<file path="config.mk">
export PLATFORM = sky130hd
export DESIGN_NAME = bit_oriented_instruction_exec
export DESIGN_NICKNAME = d
export VERILOG_FILES = /design/src/bit_exec_pkg.sv /design/src/bit_oriented_instruction_exec.sv /design/src/quarter_counter.sv
export SDC_FILE = /design/constraint.sdc
export NUM_CORES = 1
export LEC_CHECK = 0
export CELL_PAD_IN_SITES_DETAIL_PLACEMENT = 0
export CELL_PAD_IN_SITES_GLOBAL_PLACEMENT = 1
export CORE_ASPECT_RATIO = 0.5
export CORE_MARGIN = 4
export CORE_UTILIZATION = 46
export DETAILED_ROUTE_END_ITERATION = 8
export DONT_BUFFER_PORTS = 1
export PLACE_DENSITY_LB_ADDON = 0.1
export SLEW_MARGIN = 5
export SYNTH_ARGS = -nofsm -noshare
export SYNTH_HDL_FRONTEND = slang
export SYNTH_HIERARCHICAL = 1
export SYNTH_SLANG_ARGS = --single-unit
</file>
<file path="constraint.sdc">
create_clock -name clk -period 1.5 [get_ports clk]
set_input_delay 0.225 -clock clk [delete_from_list [all_inputs] [get_ports clk]]
set_output_delay 0.225 -clock clk [all_outputs]
set_load 0.05 [all_outputs]
</file>
<file path="src/bit_exec_pkg.sv">
/*
 Constants and carrier types for the bit-oriented instruction executor.
 Assumes a 14-bit instruction word and a 7-bit file register address space.
*/
// Summary of operation
// - Clear opcode forces the chosen bit of register f to zero, others kept.
// - Set opcode forces the chosen bit of register f to one, others kept.
// - Test-skip-clear continues normally when the tested bit reads one.
// - Tested bit zero: discard the fetched next instruction, run a no-operation.
// - The extra skip cycle does nothing in all four quarters.
// - Set is one cycle: decode, read, modify, write back.
// - Clear reads f in the read quarter, writes f back in write quarter.
`default_nettype none
package bit_exec_pkg;
   localparam int INSN_W    = 14;
   localparam int ADDR_W    = 7;
   localparam int DATA_W    = 8;
   localparam int BIT_W     = 3;
   localparam int BIT_LSB   = 7;
   localparam int ADDR_LSB  = 0;
   localparam int OPC_LSB   = 10;
   localparam int QCOUNT    = 4;
   localparam logic [3:0] OPC_CLEAR = 4'h4;  // 01 00
   localparam logic [3:0] OPC_SET   = 4'h5;  // 01 01
   localparam logic [3:0] OPC_TEST  = 4'h6;  // 01 10
   localparam logic [1:0] Q_RESET   = 2'h0;
   localparam logic [7:0] DATA_RST  = 8'h00;

   typedef enum logic [1:0] {OP_NONE, OP_CLEAR, OP_SET, OP_TEST} bit_op_t;

   // Register file port request as one bundle
   typedef struct packed {
      logic                rd;
      logic                wr;
      logic [ADDR_W-1:0]   addr;
      logic [DATA_W-1:0]   wdata;
   } file_req_t;
endpackage : bit_exec_pkg
`default_nettype wire

</file>
<file path="src/bit_oriented_instruction_exec.sv">
/*
 Executes the clear-bit, set-bit and test-bit-skip-if-clear instructions.
 A taken skip throws away the word latched as the test ends and idles one whole cycle.
 Assumes the fetch unit holds insn stable for a whole instruction cycle and
 that the register file returns read data in the same clock as a read strobe, before the edge that ends it.
*/
`timescale 1ns/1ps
`default_nettype none
module bit_oriented_instruction_exec #(
   parameter int DATA_W = bit_exec_pkg::DATA_W
) (
   input  wire logic                               clk,
   input  wire logic                               rstn,
   input  wire logic [bit_exec_pkg::INSN_W-1:0]    insn,
   input  wire logic                               insnValid,
   input  wire logic [DATA_W-1:0]                  fileRdata,
   output bit_exec_pkg::file_req_t                 fileReq,
   output logic                                    skipNext,
   output logic                                    nopCycle,
   output logic [1:0]                              quarterOut,
   output logic                                    busy
);
   // The masks and the byte path are written for eight bits; refuse anything else
   if (DATA_W != 8) begin : g_width_check
      $error("DATA_W must be 8");
   end

   typedef enum {S_EXEC, S_SKIP} state_t;

   logic [1:0] quarter;
   logic       lastQuarter;
   // Quarter phase source shared by the latch, the strobes and the skip logic
   quarter_counter u_quarter (
      .clk         (clk),
      .rstn        (rstn),
      .quarter     (quarter),
      .lastQuarter (lastQuarter)
   );

   // Decode fields; the shifts stay fixed by the package positions
   function automatic bit_exec_pkg::bit_op_t decodeOp(input logic [bit_exec_pkg::INSN_W-1:0] w);
      logic [3:0] opc;
      opc = w[bit_exec_pkg::OPC_LSB +: 4];
      if (opc == bit_exec_pkg::OPC_CLEAR)     decodeOp = bit_exec_pkg::OP_CLEAR;
      else if (opc == bit_exec_pkg::OPC_SET)  decodeOp = bit_exec_pkg::OP_SET;
      else if (opc == bit_exec_pkg::OPC_TEST) decodeOp = bit_exec_pkg::OP_TEST;
      else                                    decodeOp = bit_exec_pkg::OP_NONE;
   endfunction : decodeOp

   bit_exec_pkg::bit_op_t op_ff;
   bit_exec_pkg::bit_op_t nxt_op;
   logic [2:0]  bitPos_ff;
   logic [6:0]  addr_ff;
   logic [7:0]  data_ff;
   state_t      state_ff;
   state_t      nxt_state;
   bit_exec_pkg::file_req_t req_ff;
   bit_exec_pkg::file_req_t nxt_req;
   logic        skip_ff;
   logic        nop_ff;
   logic [1:0]  qOut_ff;
   logic        busy_ff;

   // Operand fields: bit position 9..7, address 6..0; no flag is produced
   wire [2:0] insnBit  = insn[bit_exec_pkg::BIT_LSB +: bit_exec_pkg::BIT_W];
   wire [6:0] insnAddr = insn[bit_exec_pkg::ADDR_LSB +: bit_exec_pkg::ADDR_W];
   wire       inSkip   = (state_ff == S_SKIP);

   // Modify step: one-hot mask over the read byte
   wire [7:0] bitMask  = 8'h01 << bitPos_ff;
   wire [7:0] clrValue = data_ff & ~bitMask;
   wire [7:0] setValue = data_ff | bitMask;
   wire [7:0] modValue = (op_ff == bit_exec_pkg::OP_SET) ? setValue : clrValue;
   wire       testBit  = data_ff[bitPos_ff];
   wire       isRmw    = (op_ff == bit_exec_pkg::OP_SET) || (op_ff == bit_exec_pkg::OP_CLEAR);
   wire       skipTaken = (op_ff == bit_exec_pkg::OP_TEST) && !testBit;
   wire       dropNext  = lastQuarter && skipTaken && !inSkip;

   // Next word to execute; the one fetched while a test decides to skip is thrown away,
   // while the word fetched during the skip cycle itself runs normally afterwards
   assign nxt_op = (insnValid && !dropNext) ? decodeOp(insn) : bit_exec_pkg::OP_NONE;

   // Register file strobes per quarter: read in Q2, write in Q4
   always_comb begin
      nxt_req       = '0;
      nxt_req.addr  = addr_ff;
      nxt_req.wdata = modValue;
      if (quarter == 2'h0 && op_ff != bit_exec_pkg::OP_NONE) begin
         nxt_req.rd = 1'b1;
      end
      if (quarter == 2'h2 && isRmw) begin
         nxt_req.wr = 1'b1;
      end
   end

   // Skip state lasts exactly one whole instruction cycle
   always_comb begin
      nxt_state = state_ff;
      unique case (state_ff)
         S_EXEC: if (lastQuarter && skipTaken) nxt_state = S_SKIP;
         S_SKIP: if (lastQuarter) nxt_state = S_EXEC;
      endcase
   end

   // Decode latches at Q1; read data captured in Q3 for the process step
   always_ff @(posedge clk or negedge rstn) begin
      if (!rstn) begin
         op_ff     <= bit_exec_pkg::OP_NONE;
         bitPos_ff <= 3'h0;
         addr_ff   <= 7'h00;
      end else if (quarter == 2'h3) begin
         op_ff     <= nxt_op;
         bitPos_ff <= insnBit;
         addr_ff   <= insnAddr;
      end
   end

   always_ff @(posedge clk or negedge rstn) begin
      if (!rstn) begin
         data_ff <= bit_exec_pkg::DATA_RST;
      end else if (quarter == 2'h1) begin
         data_ff <= fileRdata;
      end
   end

   // Registered outputs
   always_ff @(posedge clk or negedge rstn) begin
      if (!rstn) begin
         state_ff <= S_EXEC;
         req_ff   <= '0;
         skip_ff  <= 1'b0;
         nop_ff   <= 1'b0;
         qOut_ff  <= 2'h0;
         busy_ff  <= 1'b0;
      end else begin
         state_ff <= nxt_state;
         req_ff   <= nxt_req;
         skip_ff  <= lastQuarter && skipTaken && !inSkip;
         nop_ff   <= (nxt_state == S_SKIP);
         qOut_ff  <= quarter;
         busy_ff  <= (op_ff != bit_exec_pkg::OP_NONE);
      end
   end

   assign fileReq    = req_ff;
   assign skipNext   = skip_ff;
   assign nopCycle   = nop_ff;
   assign quarterOut = qOut_ff;
   assign busy       = busy_ff;

   // Checks, grouped by the behaviour each one guards

   // A clear must leave the chosen bit at zero in the byte written back
   a_clear_writes_zero: assert property (@(posedge clk) disable iff (!rstn)
      (fileReq.wr && $past(op_ff) == bit_exec_pkg::OP_CLEAR) |-> !fileReq.wdata[$past(bitPos_ff)])
      else $error("clear wrote a one");

   // A set must leave the chosen bit at one
   a_set_writes_one: assert property (@(posedge clk) disable iff (!rstn)
      (fileReq.wr && $past(op_ff) == bit_exec_pkg::OP_SET) |-> fileReq.wdata[$past(bitPos_ff)])
      else $error("set wrote a zero");

   // Every other bit goes back exactly as the register file returned it two clocks earlier
   a_other_bits_kept: assert property (@(posedge clk) disable iff (!rstn)
      fileReq.wr |-> ((fileReq.wdata ^ $past(fileRdata, 2)) & ~(8'h01 << $past(bitPos_ff))) == 8'h00)
      else $error("write changed another bit");

   // An untaken test lets the following word run: no skip pulse
   a_test_no_skip: assert property (@(posedge clk) disable iff (!rstn)
      (lastQuarter && op_ff == bit_exec_pkg::OP_TEST && testBit) |=> !skipNext)
      else $error("skip on set bit");

   // A taken test announces the skip and enters the idle cycle at once
   a_skip_taken: assert property (@(posedge clk) disable iff (!rstn)
      (lastQuarter && skipTaken && !inSkip) |=> skipNext ##0 nopCycle[*4])
      else $error("skip not taken");

   // The idle cycle is exactly one instruction cycle long, so the test costs two in all
   a_skip_one_cycle: assert property (@(posedge clk) disable iff (!rstn)
      skipNext |-> nopCycle[*4] ##1 !nopCycle)
      else $error("skip cycle length wrong");

   // The skip pulse lasts a single clock so the fetch unit drops only one word
   a_skip_pulse_once: assert property (@(posedge clk) disable iff (!rstn)
      skipNext |=> !skipNext)
      else $error("skip pulse too long");

   // The discarded word is never held for execution
   a_discard_quiet: assert property (@(posedge clk) disable iff (!rstn)
      dropNext |=> ##1 (!busy)[*4])
      else $error("discarded word executed");

   // No register access at all in the extra cycle
   a_skip_idle: assert property (@(posedge clk) disable iff (!rstn)
      inSkip |-> ##1 (!fileReq.rd && !fileReq.wr))
      else $error("activity in skip cycle");

   // Set: read in the second quarter, write back two clocks later
   a_set_rmw_order: assert property (@(posedge clk) disable iff (!rstn)
      (quarter == 2'h0 && op_ff == bit_exec_pkg::OP_SET) |=> fileReq.rd ##2 fileReq.wr)
      else $error("set sequence broken");

   // Clear: the write goes to the very register that was read
   a_clear_same_addr: assert property (@(posedge clk) disable iff (!rstn)
      (fileReq.rd && $past(op_ff) == bit_exec_pkg::OP_CLEAR) |->
         ##2 (fileReq.wr && fileReq.addr == $past(fileReq.addr, 2)))
      else $error("clear write address moved");

   // Every write is the second half of a read-modify-write
   a_write_after_read: assert property (@(posedge clk) disable iff (!rstn)
      fileReq.wr |-> $past(fileReq.rd, 2))
      else $error("write without read");

   // A test never writes the register file back
   a_test_never_writes: assert property (@(posedge clk) disable iff (!rstn)
      (op_ff == bit_exec_pkg::OP_TEST) |=> !fileReq.wr)
      else $error("test wrote file");

   // The address presented comes from bits 6..0 of the word latched two clocks before
   a_field_address: assert property (@(posedge clk) disable iff (!rstn)
      fileReq.rd |-> fileReq.addr == $past(insnAddr, 2))
      else $error("address field misplaced");
endmodule : bit_oriented_instruction_exec
`default_nettype wire

</file>
<file path="src/quarter_counter.sv">
/*
 Quarter phase counter: splits each instruction cycle into four clocks.
 Assumes one clock per quarter; the cycle begins at quarter zero after reset.
*/
`timescale 1ns/1ps
`default_nettype none
module quarter_counter (
   input  wire logic       clk,
   input  wire logic       rstn,
   output logic [1:0]      quarter,
   output logic            lastQuarter
);
   logic [1:0] q_ff;
   logic [1:0] nxt_q;

   // Wraps naturally at four
   assign nxt_q       = q_ff + 2'h1;
   assign quarter     = q_ff;
   assign lastQuarter = (q_ff == 2'h3);

   always_ff @(posedge clk or negedge rstn) begin
      if (!rstn) begin
         q_ff <= bit_exec_pkg::Q_RESET;
      end else begin
         q_ff <= nxt_q;
      end
   end
endmodule : quarter_counter
`default_nettype wire

</file>
==> metrics <==
synthesized net count 220; first-pass GRT wire length 8170 µm; detailed-routing iteration count for the pre-antenna-repair pass 4; fill cell count between 400 and 500; TritonCTS Sinks 76; pin count of the biggest net entering global routing just under 80; P per Cell Area 1300 nW/µm²; drt wl/cell 16.1 µm; number of H-tree branching levels 3; number of antenna violations at the first check in global routing 0; Final Hold Violating Endpoints 76; leakage dissipation approximately 0.0016 µW; Yosys reg bits 76; Req. time, crit path ~1.8 ns; final setup skew 0.00914 ns; count of final setup violators 35; instance count of the mapped netlist around 190; CTS buffer count 9; top achievable clock speed 607 MHz; Core Footprint 5710 µm²; hold slack final -0.416 ns; R2R Setup Slk -0.15 ns; violations in the final reports negative hold slack, negative setup slack; EDFF count, synth 0; number of global-route vias before repair 1,622; clock-pin slew on the worst setup and hold paths 0.05 ns; PnR worst setup slack -0.148 ns; Fin Setup TNS -4.26 ns; Layout Nets about 250; number of inserted diodes 0; depth of the worst register-to-register path 5; predominant post-synthesis flop cell sky130_fd_sc_hd__dfrtp_1; post-synth top area share 0.674; Congestion Overflow GR 0; worst endpoint data arrival time 1.92 ns; aggregate global-route resource usage 0.144; type of the worst setup path flip-flop to flip-flop; Via-to-Cell Ratio 5.02; Tcrit/Tclk final 1.10; DRC violations left 0; IO Count 47; routed vias 1,476; final wirelength approximately 4700 µm; startpoint types flip-flop; post-synth cell types 28; fraction of layout cells with a size suffix above 1 0.326; Ys Warns 6; share of the yosys chip area belonging to registers 0.674; worst slew margin relative to its limit 0.694; unrepaired setup endpoints after global routing true; count of standard-cell rows 19; Peak supply drop 0.000836 V; library cell used as clock root buffer sky130_fd_sc_hd__clkbuf_16; detailed placer's ending HPWL 3100 µm; max-capacitance violation count 0; worst slack at placement -0.223 ns; transition time at the pin with the least slew margin approximately 0.46 ns; Cell Count Post-Placement around 280; Area Growth Syn to Fin 19.1%; Die Span Y 63.4 µm; clock network latency to the later pin of the worst-skew pair ~0.33 ns; average footprint of a synthesized cell 14.8 µm²; fraction of registers with async set or reset after synthesis 1.00; DRT iter0 DRCs 90; result of the run finished with violations; floorplan die width 119 µm; number of buffers added on ports 0; TritonCTS clock tree done; number of standard cells in the final layout excluding fillers 294; biggest area contributors in the synthesized netlist sky130_fd_sc_hd__dfrtp_1 (67%), sky130_fd_sc_hd__mux2_2 (10%), sky130_fd_sc_hd__and2_1 (6.9%), sky130_fd_sc_hd__ha_1 (1.8%), sky130_fd_sc_hd__nor4_1 (1.6%); placer's final routability congestion estimate 0.696; critical path endpoint category flip-flop; floorplan die area around 7500 µm²; CTS Buffer Depth 2; most area-hungry cell type in the Yosys netlist sky130_fd_sc_hd__dfrtp_1; fin crit period 1.65 ns; number of nets still failing antenna checks after routing 0; starting density of the core 0.495; type of the most critical hold path input pin to async pin; Slew Limit Fails 0; largest fanout on the critical path 25; netlist area before placement roughly 2800 µm²
==> synthesized netlist by cell type, drive strengths merged (2+ instances only) <==
master,count
nor3b,2
inv,5
buf,4
nor3,2
nand2,3
nor2,5
nor2b,2
a22o,2
dfrtp,76
clkbuf,4
mux2i,4
ha,4
mux2,26
and2,31
nand4,3
nor4,7
nand3b,2
==> power breakdown <==
group	internal, µW	switching [µW]	total [µW]
clock network	1290	737	2020
logic	72.9	42.3	115
registers	2110	131	2240
total	3470	911	4380
==> worst paths after layout <==
kind / start / endpoint
worst max-delay path: bitPos_ff[1] / state_ff[27]
worst min-delay path: rstn / skipNext
worst max register to register: bitPos_ff[1] / state_ff[27]
worst min register to register: addr_ff[4] / fileReq[12]
max in group asynchronous: rstn / bitPos_ff[1]
min in group clk: insn[5] / addr_ff[5]
==> layout by cell type, fill, tap and decap left out, types with 2 or more instances in the layout <==
cell type and count:
sky130_fd_sc_hd__mux2i_1 4, sky130_fd_sc_hd__dfrtp_1 75, sky130_fd_sc_hd__nand3b_1 2, sky130_fd_sc_hd__clkbuf_8 4, sky130_fd_sc_hd__nor3b_2 2, sky130_fd_sc_hd__nor4_2 2
sky130_fd_sc_hd__buf_4 22, sky130_fd_sc_hd__a22o_1 2, sky130_fd_sc_hd__mux2_2 26, sky130_fd_sc_hd__inv_1 4, sky130_fd_sc_hd__nand2_1 3, sky130_fd_sc_hd__and2_1 31
sky130_fd_sc_hd__clkbuf_16 9, sky130_fd_sc_hd__nor4_1 4, sky130_fd_sc_hd__nor2_1 5, sky130_fd_sc_hd__nand4_1 3, sky130_fd_sc_hd__ha_1 4, sky130_fd_sc_hd__nor2b_1 2
sky130_fd_sc_hd__nor3_1 2
==> sequential cells by signal, indices dropped and copies added, names as in the netlist <==
register           cells
skipNext               1
u_quarter/quarter      2
state_ff              32
fileReq               17
op_ff                  2
data_ff                8
busy                   1
quarterOut             2
addr_ff                7
bitPos_ff              3
nopCycle               1
==> cell families (layout without fill, tap and decap cells) <==
kind of cell	after synthesis	count (layout)	share of synthesized area
flip-flops	76	76	0.674
AND/OR/NAND/NOR	60	60	0.128
multiplexers	31	31	0.126
buffers and inverters	13	43	0.0292
AO/OA/AOI/OAI	6	6	0.0222
adder cells (fa/ha/maj)	4	4	0.0177
XOR/XNOR	1	1	0.00310
==> what timing repair did <==
action,CTS,global route
pin swaps,0,3
setup endpoints to repair,36,38
resized for setup,3,4
hold endpoints to repair,76,76
buffers inserted,1,0
==> metrics by stage <==
| stage | instance area, µm² | utilization | total power [µW] |
|---|---|---|---|
| final | 3360 | 0.589 | 4380 |
| after global routing | 3360 | 0.589 | 4580 |
| after CTS | 3340 | 0.585 | 4420 |
| after detailed placement | 3030 | 0.531 | 2390 |
| after global placement | 3030 | 0.531 | 2380 |
| after floorplan | 2820 | - | 2340 |
==> worst max-delay path, cell delays in order, from the launching register on <==
cell	delay (ns)
sky130_fd_sc_hd__dfrtp_2	0.46
sky130_fd_sc_hd__mux2i_1	0.15
sky130_fd_sc_hd__mux4_2	0.53
sky130_fd_sc_hd__o2111ai_4	0.12
sky130_fd_sc_hd__buf_12	0.18
sky130_fd_sc_hd__and2_1	0.14
==> routing by layer <==
layer / global-route usage / up-vias / part of all wire
met1: 0.182 / 738 / 0.47
met3: 0.0912 / 6 / 0.068
met5: 0 / - / 0
met2: 0.207 / 30 / 0.45
li1: - / 702 / -
met4: 0.0346 / 0 / 0.0057
==> layout make-up <==
type / instances / area (µm²) / area share
multi-input cells: 102 / 876 / 0.260
repair buffers: 23 / 185 / 0.0551
flip-flops and latches: 76 / 1900 / 0.566
well taps: 73 / 91.3 / 0.0272
inverters: 5 / 18.8 / 0.00558
clock buffers: 14 / 284 / 0.0844
clock inverters: 1 / 5.00 / 0.00149
(Power assumes the default switching activity.)
